===== config.mk =====
export PLATFORM = sky130hd
export DESIGN_NAME = supply_clock_monitor_cfg_regs
export DESIGN_NICKNAME = d
export VERILOG_FILES = /design/src/core/scm_cfg_pkg.sv /design/src/core/supply_clock_monitor_cfg_regs.sv
export SDC_FILE = /design/constraint.sdc
export NUM_CORES = 1
export LEC_CHECK = 0
export BUFFER_PORTS_ARGS = -buffer_cell sky130_fd_sc_hd__buf_2
export CELL_PAD_IN_SITES_DETAIL_PLACEMENT = 1
export CELL_PAD_IN_SITES_GLOBAL_PLACEMENT = 2
export CORE_MARGIN = 5
export CORE_UTILIZATION = 35
export DETAILED_ROUTE_END_ITERATION = 8
export PLACE_DENSITY = 0.83
export SYNTH_ARGS = -nofsm -noshare
export SYNTH_HDL_FRONTEND = slang
export SYNTH_SLANG_ARGS = --single-unit

===== constraint.sdc =====
create_clock -name clk -period 1.12 [get_ports clk]
set_input_delay 0.112 -clock clk [delete_from_list [all_inputs] [get_ports clk]]
set_output_delay 0.112 -clock clk [all_outputs]
set_load 0.01 [all_outputs]

===== src/core/scm_cfg_pkg.sv =====
// constants for the supply and clock monitor configuration registers
package scm_cfg_pkg;
    localparam int ADDR_W = 8;
    localparam int DATA_W = 16;
    localparam logic [7:0] SUPPLY_MONITOR_ENABLES_ADDR = 8'h41;
    localparam logic [7:0] SUPPLY_MONITOR_THRESHOLDS_ADDR = 8'h42;
    localparam logic [7:0] CLOCK_MONITOR_ENABLES_ADDR = 8'h43;
    localparam logic [15:0] SUPPLY_MONITOR_ENABLES_RST = 16'h0000;
    localparam logic [15:0] SUPPLY_MONITOR_THRESHOLDS_RST = 16'h10F0;
    localparam logic [15:0] CLOCK_MONITOR_ENABLES_RST = 16'h0000;
    // writable bits of each register
    localparam logic [15:0] SUPPLY_MONITOR_ENABLES_MASK = 16'hFFFF;
    localparam logic [15:0] SUPPLY_MONITOR_THRESHOLDS_MASK = 16'h30F0;
    localparam logic [15:0] CLOCK_MONITOR_ENABLES_RW_MASK = 16'hFC07;
    // reserved 15:10 stored but read back only through this mask
    localparam logic [15:0] CLOCK_MONITOR_ENABLES_RD_MASK = 16'hFC07;
    // enables register fields
    localparam int AN_OV_BIT = 15;
    localparam int AN_UV_BIT = 14;
    localparam int IO_OV_BIT = 13;
    localparam int IO_UV_BIT = 12;
    localparam int DG_OV_BIT = 11;
    localparam int DG_UV_BIT = 10;
    localparam int AN_OSC_BIT = 9;
    localparam int IO_OSC_BIT = 8;
    localparam int DG_OSC_BIT = 7;
    localparam int AN_OTW_BIT = 6;
    localparam int IO_OTW_BIT = 5;
    localparam int AN_CL_BIT = 4;
    localparam int IO_CL_BIT = 3;
    localparam int GA_DISC_BIT = 2;
    localparam int GB_DISC_BIT = 1;
    localparam int DIGITAL_GROUND_DISC_BIT = 0;
    // thresholds register fields
    localparam int IO_OV_TH_BIT = 13;
    localparam int IO_UV_TH_BIT = 12;
    localparam int AN_OTW_TH_LSB = 6;
    localparam int IO_OTW_TH_LSB = 4;
    // clock register fields
    localparam int MCLK_MON_BIT = 2;
    localparam int OSC_WD_BIT = 1;
    localparam int MCLK_WD_BIT = 0;
endpackage


===== src/core/supply_clock_monitor_cfg_regs.sv =====
// supply and clock monitor configuration register bank
`timescale 1ns/1ps
`default_nettype none
// Overview of operation
// - enables bits 15,13,11 enable analog, io, digital rail overvoltage monitors.
// - enables bits 14,12,10 enable analog, io, digital rail undervoltage monitors.
// - enables bits 9,8,7 enable analog, io, digital rail oscillation monitors.
// - enables bits 6,5 enable analog and io overtemperature warning monitors.
// - enables bits 4,3 enable analog and io regulator current limits.
// - enables bits 2,1,0 enable ground a, ground b, digital ground disconnect monitors.
// - enables register at 41h, all read/write, resets to zero.
// - thresholds register at 42h resets to 10F0h.
// - thresholds bit 13 picks io overvoltage level, zero at reset.
// - thresholds bit 12 picks io undervoltage level, one at reset.
// - thresholds bits 7:6 pick analog overtemperature level, reset 11b.
// - thresholds bits 5:4 pick io overtemperature level, reset 11b.
// - thresholds reserved bits 15:14, 11:8, 3:0 read zero, ignore writes.
// - clock register at 43h resets to zero, all monitors off.
// - clock register bits 9:3 read zero, ignore writes.
// - clock bit 2 enables the main clock frequency monitor.
// - clock bit 1 enables the diagnostic oscillator watchdog.
// - clock bit 0 enables the main clock watchdog.
module supply_clock_monitor_cfg_regs #(
    parameter int ADDR_W = scm_cfg_pkg::ADDR_W,
    parameter int DATA_W = scm_cfg_pkg::DATA_W
) (
    input wire logic clk,
    input wire logic nrst,
    input wire logic reg_wr,
    input wire logic reg_rd,
    input wire logic [ADDR_W-1:0] reg_addr,
    input wire logic [DATA_W-1:0] reg_wdata,
    output logic [DATA_W-1:0] reg_rdata,
    output logic reg_rvalid,
    output logic reg_hit,
    input wire logic [2:0] raw_overvoltage_fault,
    input wire logic [2:0] raw_undervoltage_fault,
    input wire logic [2:0] raw_oscillation_fault,
    input wire logic [1:0] raw_overtemp_fault,
    input wire logic [2:0] raw_disconnect_fault,
    input wire logic [2:0] raw_clock_fault,
    output logic analog_rail_overvoltage_enable,
    output logic analog_rail_undervoltage_enable,
    output logic io_rail_overvoltage_enable,
    output logic io_rail_undervoltage_enable,
    output logic digital_rail_overvoltage_enable,
    output logic digital_rail_undervoltage_enable,
    output logic analog_rail_oscillation_enable,
    output logic io_rail_oscillation_enable,
    output logic digital_rail_oscillation_enable,
    output logic analog_rail_overtemp_warn_enable,
    output logic io_rail_overtemp_warn_enable,
    output logic analog_rail_current_limit_enable,
    output logic io_rail_current_limit_enable,
    output logic ground_a_disconnect_enable,
    output logic ground_b_disconnect_enable,
    output logic digital_ground_disconnect_enable,
    output logic io_rail_overvoltage_threshold,
    output logic io_rail_undervoltage_threshold,
    output logic [1:0] analog_rail_overtemp_threshold,
    output logic [1:0] io_rail_overtemp_threshold,
    output logic main_clock_freq_monitor_enable,
    output logic diag_oscillator_watchdog_enable,
    output logic main_clock_watchdog_enable,
    output logic [2:0] gated_overvoltage_fault,
    output logic [2:0] gated_undervoltage_fault,
    output logic [2:0] gated_oscillation_fault,
    output logic [1:0] gated_overtemp_fault,
    output logic [2:0] gated_disconnect_fault,
    output logic [2:0] gated_clock_fault
);

    // ************************************************************
    // fault vector layout
    // ************************************************************
    // groups packed in port order, clock faults lowest
    localparam int CLK_LSB = 0;
    localparam int DISC_LSB = CLK_LSB + $bits(raw_clock_fault);
    localparam int OTW_LSB = DISC_LSB + $bits(raw_disconnect_fault);
    localparam int OSC_LSB = OTW_LSB + $bits(raw_overtemp_fault);
    localparam int UV_LSB = OSC_LSB + $bits(raw_oscillation_fault);
    localparam int OV_LSB = UV_LSB + $bits(raw_undervoltage_fault);
    localparam int FAULT_W = OV_LSB + $bits(raw_overvoltage_fault);

    // ************************************************************
    // state
    // ************************************************************
    typedef struct packed {
        // register contents
        logic [DATA_W-1:0] sup_en;
        logic [DATA_W-1:0] sup_th;
        logic [DATA_W-1:0] clk_en;
        // access answer
        logic [DATA_W-1:0] rdata;
        logic rvalid;
        logic hit;
        // gated faults
        logic [2:0] ov_f;
        logic [2:0] uv_f;
        logic [2:0] osc_f;
        logic [1:0] otw_f;
        logic [2:0] disc_f;
        logic [2:0] clk_f;
        // three-flop synchroniser and settled level of the fault inputs
        logic [FAULT_W-1:0] raw_s1;
        logic [FAULT_W-1:0] raw_s2;
        logic [FAULT_W-1:0] raw_s3;
        logic [FAULT_W-1:0] raw_f;
    } state_t;

    // one struct holds every flop; one process registers it
    state_t st_q;
    state_t st_d;

    // ************************************************************
    // address decode
    // ************************************************************
    // decode used by both write and read paths
    function automatic logic [1:0] decode(input logic [ADDR_W-1:0] a);
        logic [1:0] sel;
        sel = 2'h0;
        if (a == ADDR_W'(scm_cfg_pkg::SUPPLY_MONITOR_ENABLES_ADDR))
        begin
            sel = 2'h1;
        end
        else if (a == ADDR_W'(scm_cfg_pkg::SUPPLY_MONITOR_THRESHOLDS_ADDR))
        begin
            sel = 2'h2;
        end
        else if (a == ADDR_W'(scm_cfg_pkg::CLOCK_MONITOR_ENABLES_ADDR))
        begin
            sel = 2'h3;
        end
        return sel;
    endfunction

    // ************************************************************
    // next state
    // ************************************************************
    always_comb
    begin
        logic [1:0] sel;
        logic [2:0] ov_en;
        logic [2:0] uv_en;
        logic [2:0] osc_en;
        logic [1:0] otw_en;
        logic [2:0] disc_en;
        logic [2:0] cm_en;
        sel = decode(reg_addr);
        ov_en = '0;
        uv_en = '0;
        osc_en = '0;
        otw_en = '0;
        disc_en = '0;
        cm_en = '0;

        // hold by default; answer pulses last one cycle
        st_d = st_q;
        st_d.rvalid = 1'b0;
        st_d.hit = 1'b0;

        // ************************************************************
        // write path, write wins over read
        // ************************************************************
        if (reg_wr)
        begin
            if (sel == 2'h1)
            begin
                st_d.sup_en = reg_wdata & scm_cfg_pkg::SUPPLY_MONITOR_ENABLES_MASK;
            end
            else if (sel == 2'h2)
            begin
                st_d.sup_th = reg_wdata & scm_cfg_pkg::SUPPLY_MONITOR_THRESHOLDS_MASK;
            end
            // reserved bits 9:3 dropped
            // bits 15:10 kept as written; the host must write zeros there
            else if (sel == 2'h3)
            begin
                st_d.clk_en = reg_wdata & scm_cfg_pkg::CLOCK_MONITOR_ENABLES_RW_MASK;
            end
            st_d.hit = (sel != 2'h0);
        end
        // ************************************************************
        // read path
        // ************************************************************
        else if (reg_rd)
        begin
            // unmapped addresses read zero
            st_d.rdata = '0;
            if (sel == 2'h1)
            begin
                st_d.rdata = st_q.sup_en;
            end
            else if (sel == 2'h2)
            begin
                st_d.rdata = st_q.sup_th & scm_cfg_pkg::SUPPLY_MONITOR_THRESHOLDS_MASK;
            end
            else if (sel == 2'h3)
            begin
                st_d.rdata = st_q.clk_en & scm_cfg_pkg::CLOCK_MONITOR_ENABLES_RD_MASK;
            end
            st_d.rvalid = 1'b1;
            st_d.hit = (sel != 2'h0);
        end

        // ************************************************************
        // enable vectors
        // ************************************************************
        // overvoltage enables
        ov_en = {st_q.sup_en[scm_cfg_pkg::AN_OV_BIT], st_q.sup_en[scm_cfg_pkg::IO_OV_BIT],
                 st_q.sup_en[scm_cfg_pkg::DG_OV_BIT]};
        uv_en = {st_q.sup_en[scm_cfg_pkg::AN_UV_BIT], st_q.sup_en[scm_cfg_pkg::IO_UV_BIT],
                 st_q.sup_en[scm_cfg_pkg::DG_UV_BIT]};
        osc_en = {st_q.sup_en[scm_cfg_pkg::AN_OSC_BIT], st_q.sup_en[scm_cfg_pkg::IO_OSC_BIT],
                  st_q.sup_en[scm_cfg_pkg::DG_OSC_BIT]};
        otw_en = {st_q.sup_en[scm_cfg_pkg::AN_OTW_BIT], st_q.sup_en[scm_cfg_pkg::IO_OTW_BIT]};
        disc_en = {st_q.sup_en[scm_cfg_pkg::GA_DISC_BIT], st_q.sup_en[scm_cfg_pkg::GB_DISC_BIT],
                   st_q.sup_en[scm_cfg_pkg::DIGITAL_GROUND_DISC_BIT]};
        cm_en = {st_q.clk_en[scm_cfg_pkg::MCLK_MON_BIT], st_q.clk_en[scm_cfg_pkg::OSC_WD_BIT],
                 st_q.clk_en[scm_cfg_pkg::MCLK_WD_BIT]};

        // ************************************************************
        // fault inputs, three synchroniser flops and a settled-level flop per bit
        // ************************************************************
        // stage one is read by stage two only
        st_d.raw_s1 = {raw_overvoltage_fault, raw_undervoltage_fault, raw_oscillation_fault,
                       raw_overtemp_fault, raw_disconnect_fault, raw_clock_fault};
        st_d.raw_s2 = st_q.raw_s1;
        st_d.raw_s3 = st_q.raw_s2;
        // a change counts once stages two and three agree
        for (int i = 0; i < FAULT_W; i++)
        begin
            // the settled level holds while they disagree
            if (st_q.raw_s2[i] == st_q.raw_s3[i])
            begin
                st_d.raw_f[i] = st_q.raw_s3[i];
            end
        end

        // ************************************************************
        // fault gating
        // ************************************************************
        // disabled monitor masks fault
        // settling adds latency, but a one-cycle glitch never reaches a gated output
        st_d.ov_f = st_q.raw_f[FAULT_W-1:OV_LSB] & ov_en;
        st_d.uv_f = st_q.raw_f[OV_LSB-1:UV_LSB] & uv_en;
        st_d.osc_f = st_q.raw_f[UV_LSB-1:OSC_LSB] & osc_en;
        st_d.otw_f = st_q.raw_f[OSC_LSB-1:OTW_LSB] & otw_en;
        st_d.disc_f = st_q.raw_f[OTW_LSB-1:DISC_LSB] & disc_en;
        st_d.clk_f = st_q.raw_f[DISC_LSB-1:CLK_LSB] & cm_en;
    end

    // ************************************************************
    // registers
    // ************************************************************
    always_ff @(posedge clk or negedge nrst)
    begin
        if (!nrst)
        begin
            // synchroniser and gated faults start clear
            // reset values
            st_q <= '0;
            st_q.sup_en <= scm_cfg_pkg::SUPPLY_MONITOR_ENABLES_RST;
            st_q.sup_th <= scm_cfg_pkg::SUPPLY_MONITOR_THRESHOLDS_RST;
            st_q.clk_en <= scm_cfg_pkg::CLOCK_MONITOR_ENABLES_RST;
        end
        else
        begin
            st_q <= st_d;
        end
    end

    // ************************************************************
    // outputs, all straight from flops
    // ************************************************************
    // access answer
    assign reg_rdata = st_q.rdata;
    assign reg_rvalid = st_q.rvalid;
    assign reg_hit = st_q.hit;

    // ************************************************************
    // supply monitor enables
    // ************************************************************
    // one bit per monitor
    assign analog_rail_overvoltage_enable = st_q.sup_en[scm_cfg_pkg::AN_OV_BIT];
    assign analog_rail_undervoltage_enable = st_q.sup_en[scm_cfg_pkg::AN_UV_BIT];
    assign io_rail_overvoltage_enable = st_q.sup_en[scm_cfg_pkg::IO_OV_BIT];
    assign io_rail_undervoltage_enable = st_q.sup_en[scm_cfg_pkg::IO_UV_BIT];
    assign digital_rail_overvoltage_enable = st_q.sup_en[scm_cfg_pkg::DG_OV_BIT];
    assign digital_rail_undervoltage_enable = st_q.sup_en[scm_cfg_pkg::DG_UV_BIT];
    assign analog_rail_oscillation_enable = st_q.sup_en[scm_cfg_pkg::AN_OSC_BIT];
    assign io_rail_oscillation_enable = st_q.sup_en[scm_cfg_pkg::IO_OSC_BIT];
    assign digital_rail_oscillation_enable = st_q.sup_en[scm_cfg_pkg::DG_OSC_BIT];
    assign analog_rail_overtemp_warn_enable = st_q.sup_en[scm_cfg_pkg::AN_OTW_BIT];
    assign io_rail_overtemp_warn_enable = st_q.sup_en[scm_cfg_pkg::IO_OTW_BIT];
    assign analog_rail_current_limit_enable = st_q.sup_en[scm_cfg_pkg::AN_CL_BIT];
    assign io_rail_current_limit_enable = st_q.sup_en[scm_cfg_pkg::IO_CL_BIT];
    assign ground_a_disconnect_enable = st_q.sup_en[scm_cfg_pkg::GA_DISC_BIT];
    assign ground_b_disconnect_enable = st_q.sup_en[scm_cfg_pkg::GB_DISC_BIT];
    assign digital_ground_disconnect_enable = st_q.sup_en[scm_cfg_pkg::DIGITAL_GROUND_DISC_BIT];

    // ************************************************************
    // threshold selects
    // ************************************************************
    // io overvoltage level select
    assign io_rail_overvoltage_threshold = st_q.sup_th[scm_cfg_pkg::IO_OV_TH_BIT];
    assign io_rail_undervoltage_threshold = st_q.sup_th[scm_cfg_pkg::IO_UV_TH_BIT];
    assign analog_rail_overtemp_threshold = st_q.sup_th[scm_cfg_pkg::AN_OTW_TH_LSB +: 2];
    assign io_rail_overtemp_threshold = st_q.sup_th[scm_cfg_pkg::IO_OTW_TH_LSB +: 2];

    // ************************************************************
    // clock monitor enables
    // ************************************************************
    // one bit per monitor
    assign main_clock_freq_monitor_enable = st_q.clk_en[scm_cfg_pkg::MCLK_MON_BIT];
    assign diag_oscillator_watchdog_enable = st_q.clk_en[scm_cfg_pkg::OSC_WD_BIT];
    assign main_clock_watchdog_enable = st_q.clk_en[scm_cfg_pkg::MCLK_WD_BIT];

    // ************************************************************
    // gated faults
    // ************************************************************
    // settling and gating add latency; a trade for registered, glitch-free outputs
    assign gated_overvoltage_fault = st_q.ov_f;
    assign gated_undervoltage_fault = st_q.uv_f;
    assign gated_oscillation_fault = st_q.osc_f;
    assign gated_overtemp_fault = st_q.otw_f;
    assign gated_disconnect_fault = st_q.disc_f;
    assign gated_clock_fault = st_q.clk_f;

endmodule
`default_nettype wire


== Word level (Yosys, flattened, before mapping) ==
Index checks and enable logic that the tools add are counted.

* Bits in registers: 134
* Input bits: 45
* Output and inout bits: 60
* Logic and storage cells: 78

* Eq/ne operators: 23
* Mux-type cells: 9
* Bitwise operators: 9
* Reductions and logical operators: 5

{| class="wikitable"
|+ Operator list
! cell !! number
|-
| 16-bit two-way mux || 3
|-
| 8-bit by 7-bit equality test with 1-bit output (second input constant) || 3
|-
| 1-bit equality test || 17
|-
| 3-bit bitwise AND || 5
|-
| 2-bit two-way mux || 4
|-
| 2-bit equality test (second input constant) || 2
|-
| 2-bit AND reduction || 2
|-
| 4-bit AND reduction || 1
|-
| 1-bit inverter || 3
|-
| 3-bit AND reduction || 1
|-
| 2-bit bitwise AND || 1
|-
| 2-bit by 1-bit equality test with 1-bit output (second input constant) || 1
|-
| 1-bit two-way mux || 2
|-
| 2-bit nonzero test || 1
|}

== Depth between registers and ports, before layout ==
* Depth after elaboration: 8
* Depth in mapped cells: 7
* Gate-level depth less buffers: 4

== Worst setup path after synthesis ==
OpenSTA, ideal clock, no wires.

* Path type: in2reg
* Start point: input reg_addr[5]
* End point: register st_q (netlist bit diag_oscillator_watchdog_enable)
* Library setup time: 0.125 ns
* Data arrival time: 1.364 ns
* Required time: 0.995 ns
* Setup slack: -0.369 ns
* Cell stages on the path: 3
* Path buffers: 0
* Path through: or4b_4 nor3_4 mux2_2

* Longest elaborated chain between the ends: 7
* Elaborated cells on any way between the ends: 12
* Classes of those cells: eq/ne: 6; mux: 3; bitwise: 2; reduce/logical: 1

{| class="wikitable"
|+ Ends and longest elaborated chain
! element !! RTL line !! RTL
|-
| start: declaration || supply_clock_monitor_cfg_regs.sv:31 || <nowiki>input wire logic [ADDR_W-1:0] reg_addr,</nowiki>
|-
| 8-bit by 7-bit equality test with 1-bit output || supply_clock_monitor_cfg_regs.sv:130 || <nowiki>else if (a == ADDR_W'(scm_cfg_pkg::CLOCK_MONITOR_ENABLES_ADDR))</nowiki>
|-
| 2-bit two-way mux || supply_clock_monitor_cfg_regs.sv:130 ||
|-
| 2-bit two-way mux || supply_clock_monitor_cfg_regs.sv:126 || <nowiki>else if (a == ADDR_W'(scm_cfg_pkg::SUPPLY_MONITOR_THRESHOLDS_ADDR))</nowiki>
|-
| 2-bit two-way mux (*) || supply_clock_monitor_cfg_regs.sv:122 || <nowiki>if (a == ADDR_W'(scm_cfg_pkg::SUPPLY_MONITOR_ENABLES_ADDR))</nowiki>
|-
| 2-bit equality test / 2-bit by 1-bit equality test with 1-bit output (equally long branches) || supply_clock_monitor_cfg_regs.sv:171, supply_clock_monitor_cfg_regs.sv:167 ||
|-
| 1-bit inverter (no line) || n/a ||
|-
| 4-bit AND reduction (no line) (*) || n/a ||
|-
| end signal: assignment || supply_clock_monitor_cfg_regs.sv:269 || <nowiki>st_q <= st_d;</nowiki>
|-
| end: declaration || supply_clock_monitor_cfg_regs.sv:112 || <nowiki>state_t st_q;</nowiki>
|}

Mark *: on every way between the ends. The rest lies on a longest branch, timed or not.
A chain may end at the register's enable or synchronous reset.

== Worst setup path after layout ==
* Start point: register st_q (netlist bit io_rail_overtemp_threshold[0])
* End point: output io_rail_overtemp_threshold[0]

{| class="wikitable"
|+ RTL lines
! element !! RTL line !! RTL
|-
| end: declaration || supply_clock_monitor_cfg_regs.sv:61 || <nowiki>output logic [1:0] io_rail_overtemp_threshold,</nowiki>
|}

No word-level cell between the ends.

==> results.txt <==
The total length of routed wires came out at 11.4 mm. The critical path goes through buf_6. The number of warnings issued by yosys came out at 0. The detailed-routing iteration count for the pre-antenna-repair pass is 4. Data arrives at the worst endpoint at roughly 1.1 ns. The class of the most critical setup path is reg -> out. The number of global-route vias before repair was around 3,400.

The global-route usage over all layers came out at roughly 15%. The kind of start point of the critical path is a flop. The height of the die came out at around 130 µm. The synthesized design contains approximately 130 register bits. The initial antenna violation count is 0. The gate count of the mapped netlist came out at roughly 290. The total chip power came out at 10.8 mW. The number of antenna diodes came out at 0. In the final design database the tool counted just over 500 nets. The violation count after the first detailed-routing iteration is ~80. No sink is reached through more buffers than the 2 on the longest clock path. The final count of hold timing violations is 0.

The full die area came out at 0.0160 mm². The net count after synthesis is roughly 340. The post-synthesis area per instance came out at between 15 and 20 µm². The clock latency on the worst-skew pair came out at roughly 0.42 ns.

The TritonCTS clock tree is done. The summed instance area of the synthesized netlist came out at around 0.0047 mm². The cell area power density came out at around 1600 mW/mm².

By area the synthesized netlist is led by sky130_fd_sc_hd__dfrtp_1 (68%), sky130_fd_sc_hd__mux2_2 (7.8%), sky130_fd_sc_hd__buf_4 (5.9%), sky130_fd_sc_hd__maj3_1 (3.6%), sky130_fd_sc_hd__and2_1 (3.3%). The total leakage power came out at between 3 and 4 nW. The count of nets left with antenna violations after detail routing is 0. The final reports fail on negative setup slack. The post-placement cell count came out at 568. The effective utilization at floorplan came out at 35.8%. The flow ran to the end, but the final reports show violations. The die outline width is 126 µm. The pin count of the biggest net entering global routing is 40. The DRC violation count after routing came out at 0.

The library cells used most frequently in the layout, excluding fill and tap cells, are sky130_fd_sc_hd__dfrtp_1 (129), sky130_fd_sc_hd__buf_2 (94), sky130_fd_sc_hd__buf_4 (50). The total setup violations reported at the end of the flow came out at 5. The top cell family by delay on the critical path is flip-flops. The distinct cell type count after synthesis came out at 28.

The library cell used most frequently in the layout, excluding fill and tap cells, is sky130_fd_sc_hd__dfrtp_1. The final non-filler cell total came out at between 600 and 700. The worst pin sits at a relative slew slack of a little over two thirds.

The sequential cell area fraction in the yosys report is between 70% and 80%. The worst hold path belongs to the class in -> reg. The highest cell delay on the worst timing path came out at roughly 0.55 ns. The clock transition at the registers of the reported paths came out at about 0.05 ns. The largest total area in the synthesized netlist belongs to sky130_fd_sc_hd__dfrtp_1. Setup repair after global routing could not meet its margin everywhere. The worst setup slack before clock tree synthesis is -0.451 ns. Using the TritonRoute via totals, the vias-per-cell ratio works out to 4.58.

The final critical delay including setup and external delays is around 1.2 ns. The largest clock skew in the final design came out at around 0.0067 ns. The placer congestion estimate came out at ~0.84. The maximum clock rate is about 840 MHz. The layout overhead on the synthesized area is 40.0%. The number of buffers created by CTS is 17. Summed over all layers, the global routing overflow is 0. The total area inside the core boundary comes to 0.0132 mm².

The number of clock sinks is roughly 130. In the finished design, the share of the clock period the worst path needs comes to 106%. The peak fanout along the critical path came out at 2. The top cell type by area accounts for about two thirds of the synthesized area.

The actual slew at the worst max-slew pin came out at ~0.44 ns. The required time of the worst setup path is roughly 1.0 ns. Across the run, the number of max-cap violations was 0.

The max-slew violation total from the final report is 0. In the final layout, the share of cells above drive strength 1 is 50.0%. In the final routed layout, each cell accounts on average for 17.4 µm. The detailed placement HPWL came out at between 7 and 8 mm. The total number of vias came out at ~3,000. The H-tree was split into 4 levels.

The slowest stage of the critical path belongs to the cell sky130_fd_sc_hd__dfstp_2. between 100 and 150 I/O pins were placed. VDD sags by at most 0.901 mV. In the post-route analysis, the smallest setup slack over all paths is -0.0665 ns.

The first global-routing pass estimated between 15 and 20 mm of wire. STA classifies the critical path endpoint as an output pin. The tree is rooted in a sky130_fd_sc_hd__clkbuf_16. Together, buffers and inverters on the worst path number 1. The initialized floorplan defines 42 standard-cell rows.

The count of input and output buffers came out at 104.
## registers in the layout (all words and copies together), names as in the netlist, 2 cells and up
signal,count
gated_oscillation_fault,3
st_d,34
reg_rdata,16
gated_undervoltage_fault,3
gated_overtemp_fault,2
analog_rail_overtemp_threshold,2
gated_overvoltage_fault,3
st_q,40
io_rail_overtemp_threshold,2
gated_disconnect_fault,3
gated_clock_fault,3
## metrics by stage
stage	hold WS, ns	setup TNS (ns)	instance area (µm²)	util (%)
final	0.112	-0.298	6630	50.1
after global routing	0.101	-0.653	6630	50.1
after CTS	0.0891	-0.505	6480	49.0
after detailed placement	0.0506	-17.74	5490	41.5
after global placement	0.0378	-16.16	5490	41.5
after floorplan	-0.184	-5.69	4760	-
## path summary, 6_finish.rpt
path	end	slack, ns	startpoint	cells after the start
min in group asynchronous	st_q[3]$_DFFE_PN0N_	0.16	nrst	2
max in group asynchronous	analog_rail_overtemp_threshold[0]$_DFFE_PN1P_	0.42	nrst	3
worst min register to register	st_d[17]$_DFF_PN0_	0.35	st_d[34]$_DFF_PN0_	0
worst max-delay path	io_rail_overtemp_threshold[0]	-0.07	io_rail_overtemp_threshold[0]$_DFFE_PN1P_	1
worst max register to register	reg_rdata[12]$_DFFE_PN0P_	0.04	io_rail_undervoltage_threshold$_DFFE_PN1P_	4
worst min-delay path	reg_hit$_DFF_PN0_	0.11	reg_rd	3
## metal layers
layer	global-route usage (%)	vias to the layer above	routed length [µm]
met2	24.2	84	5600
li1	-	1326	-
met3	5.67	21	675
met1	18.4	1552	4830
met5	0	-	0
met4	6.94	0	264
## final cells by class
type                    count  area [µm²]
fillers                  1343        6610
repair buffers            197        1420
inverters                   1        3.75
well taps                 176         220
clock inverters             5        25.0
clock buffers              25         485
multi-input cells         114        1120
flip-flops and latches    134        3360
## logic make-up after synthesis
kind of cell	after synthesis	synth area share [%]
simple gates	45	7.40
compound gates	19	3.65
buf+inv	45	6.60
mux	33	7.84
flops	134	70.9
fa+ha+maj	17	3.59
## report_power, final
part | switching, mW | internal, mW | total (mW) | leakage [nW]
Combinational | 0.327 | 0.419 | 0.746 | 1.41
Clock | 1.89 | 2.95 | 4.84 | 0.257
Sequential | 0.124 | 5.08 | 5.21 | 1.69
## synthesized netlist by cell type
cell	count
sky130_fd_sc_hd__inv_2	1
sky130_fd_sc_hd__clkbuf_1	3
sky130_fd_sc_hd__nand2b_1	1
sky130_fd_sc_hd__and4_1	4
sky130_fd_sc_hd__dfrtp_1	129
sky130_fd_sc_hd__nor3b_2	1
sky130_fd_sc_hd__mux2_2	33
sky130_fd_sc_hd__nand2_1	4
sky130_fd_sc_hd__or4b_4	1
sky130_fd_sc_hd__nor3b_1	1
sky130_fd_sc_hd__nor4_1	1
sky130_fd_sc_hd__o21ai_0	2
sky130_fd_sc_hd__maj3_1	17
sky130_fd_sc_hd__buf_4	37
sky130_fd_sc_hd__nand3_2	1
sky130_fd_sc_hd__nand4b_1	1
sky130_fd_sc_hd__a221o_1	11
sky130_fd_sc_hd__nor3_4	1
sky130_fd_sc_hd__and2_1	25
sky130_fd_sc_hd__a22oi_1	2
sky130_fd_sc_hd__or3b_1	1
sky130_fd_sc_hd__buf_2	3
sky130_fd_sc_hd__and3_1	1
sky130_fd_sc_hd__nor4b_4	2
sky130_fd_sc_hd__clkbuf_2	1
sky130_fd_sc_hd__a22o_1	3
sky130_fd_sc_hd__o221a_2	1
sky130_fd_sc_hd__dfstp_2	5
## repair_timing
action,in CTS,in global routing
endpoints found under the setup margin,25,50
hold endpoints to repair,177,0
gates resized for setup,7,25
buffers inserted,14,6
pin swaps,0,4
hold buffers,34,0
Note: power is estimated with default switching activity, not from simulation.
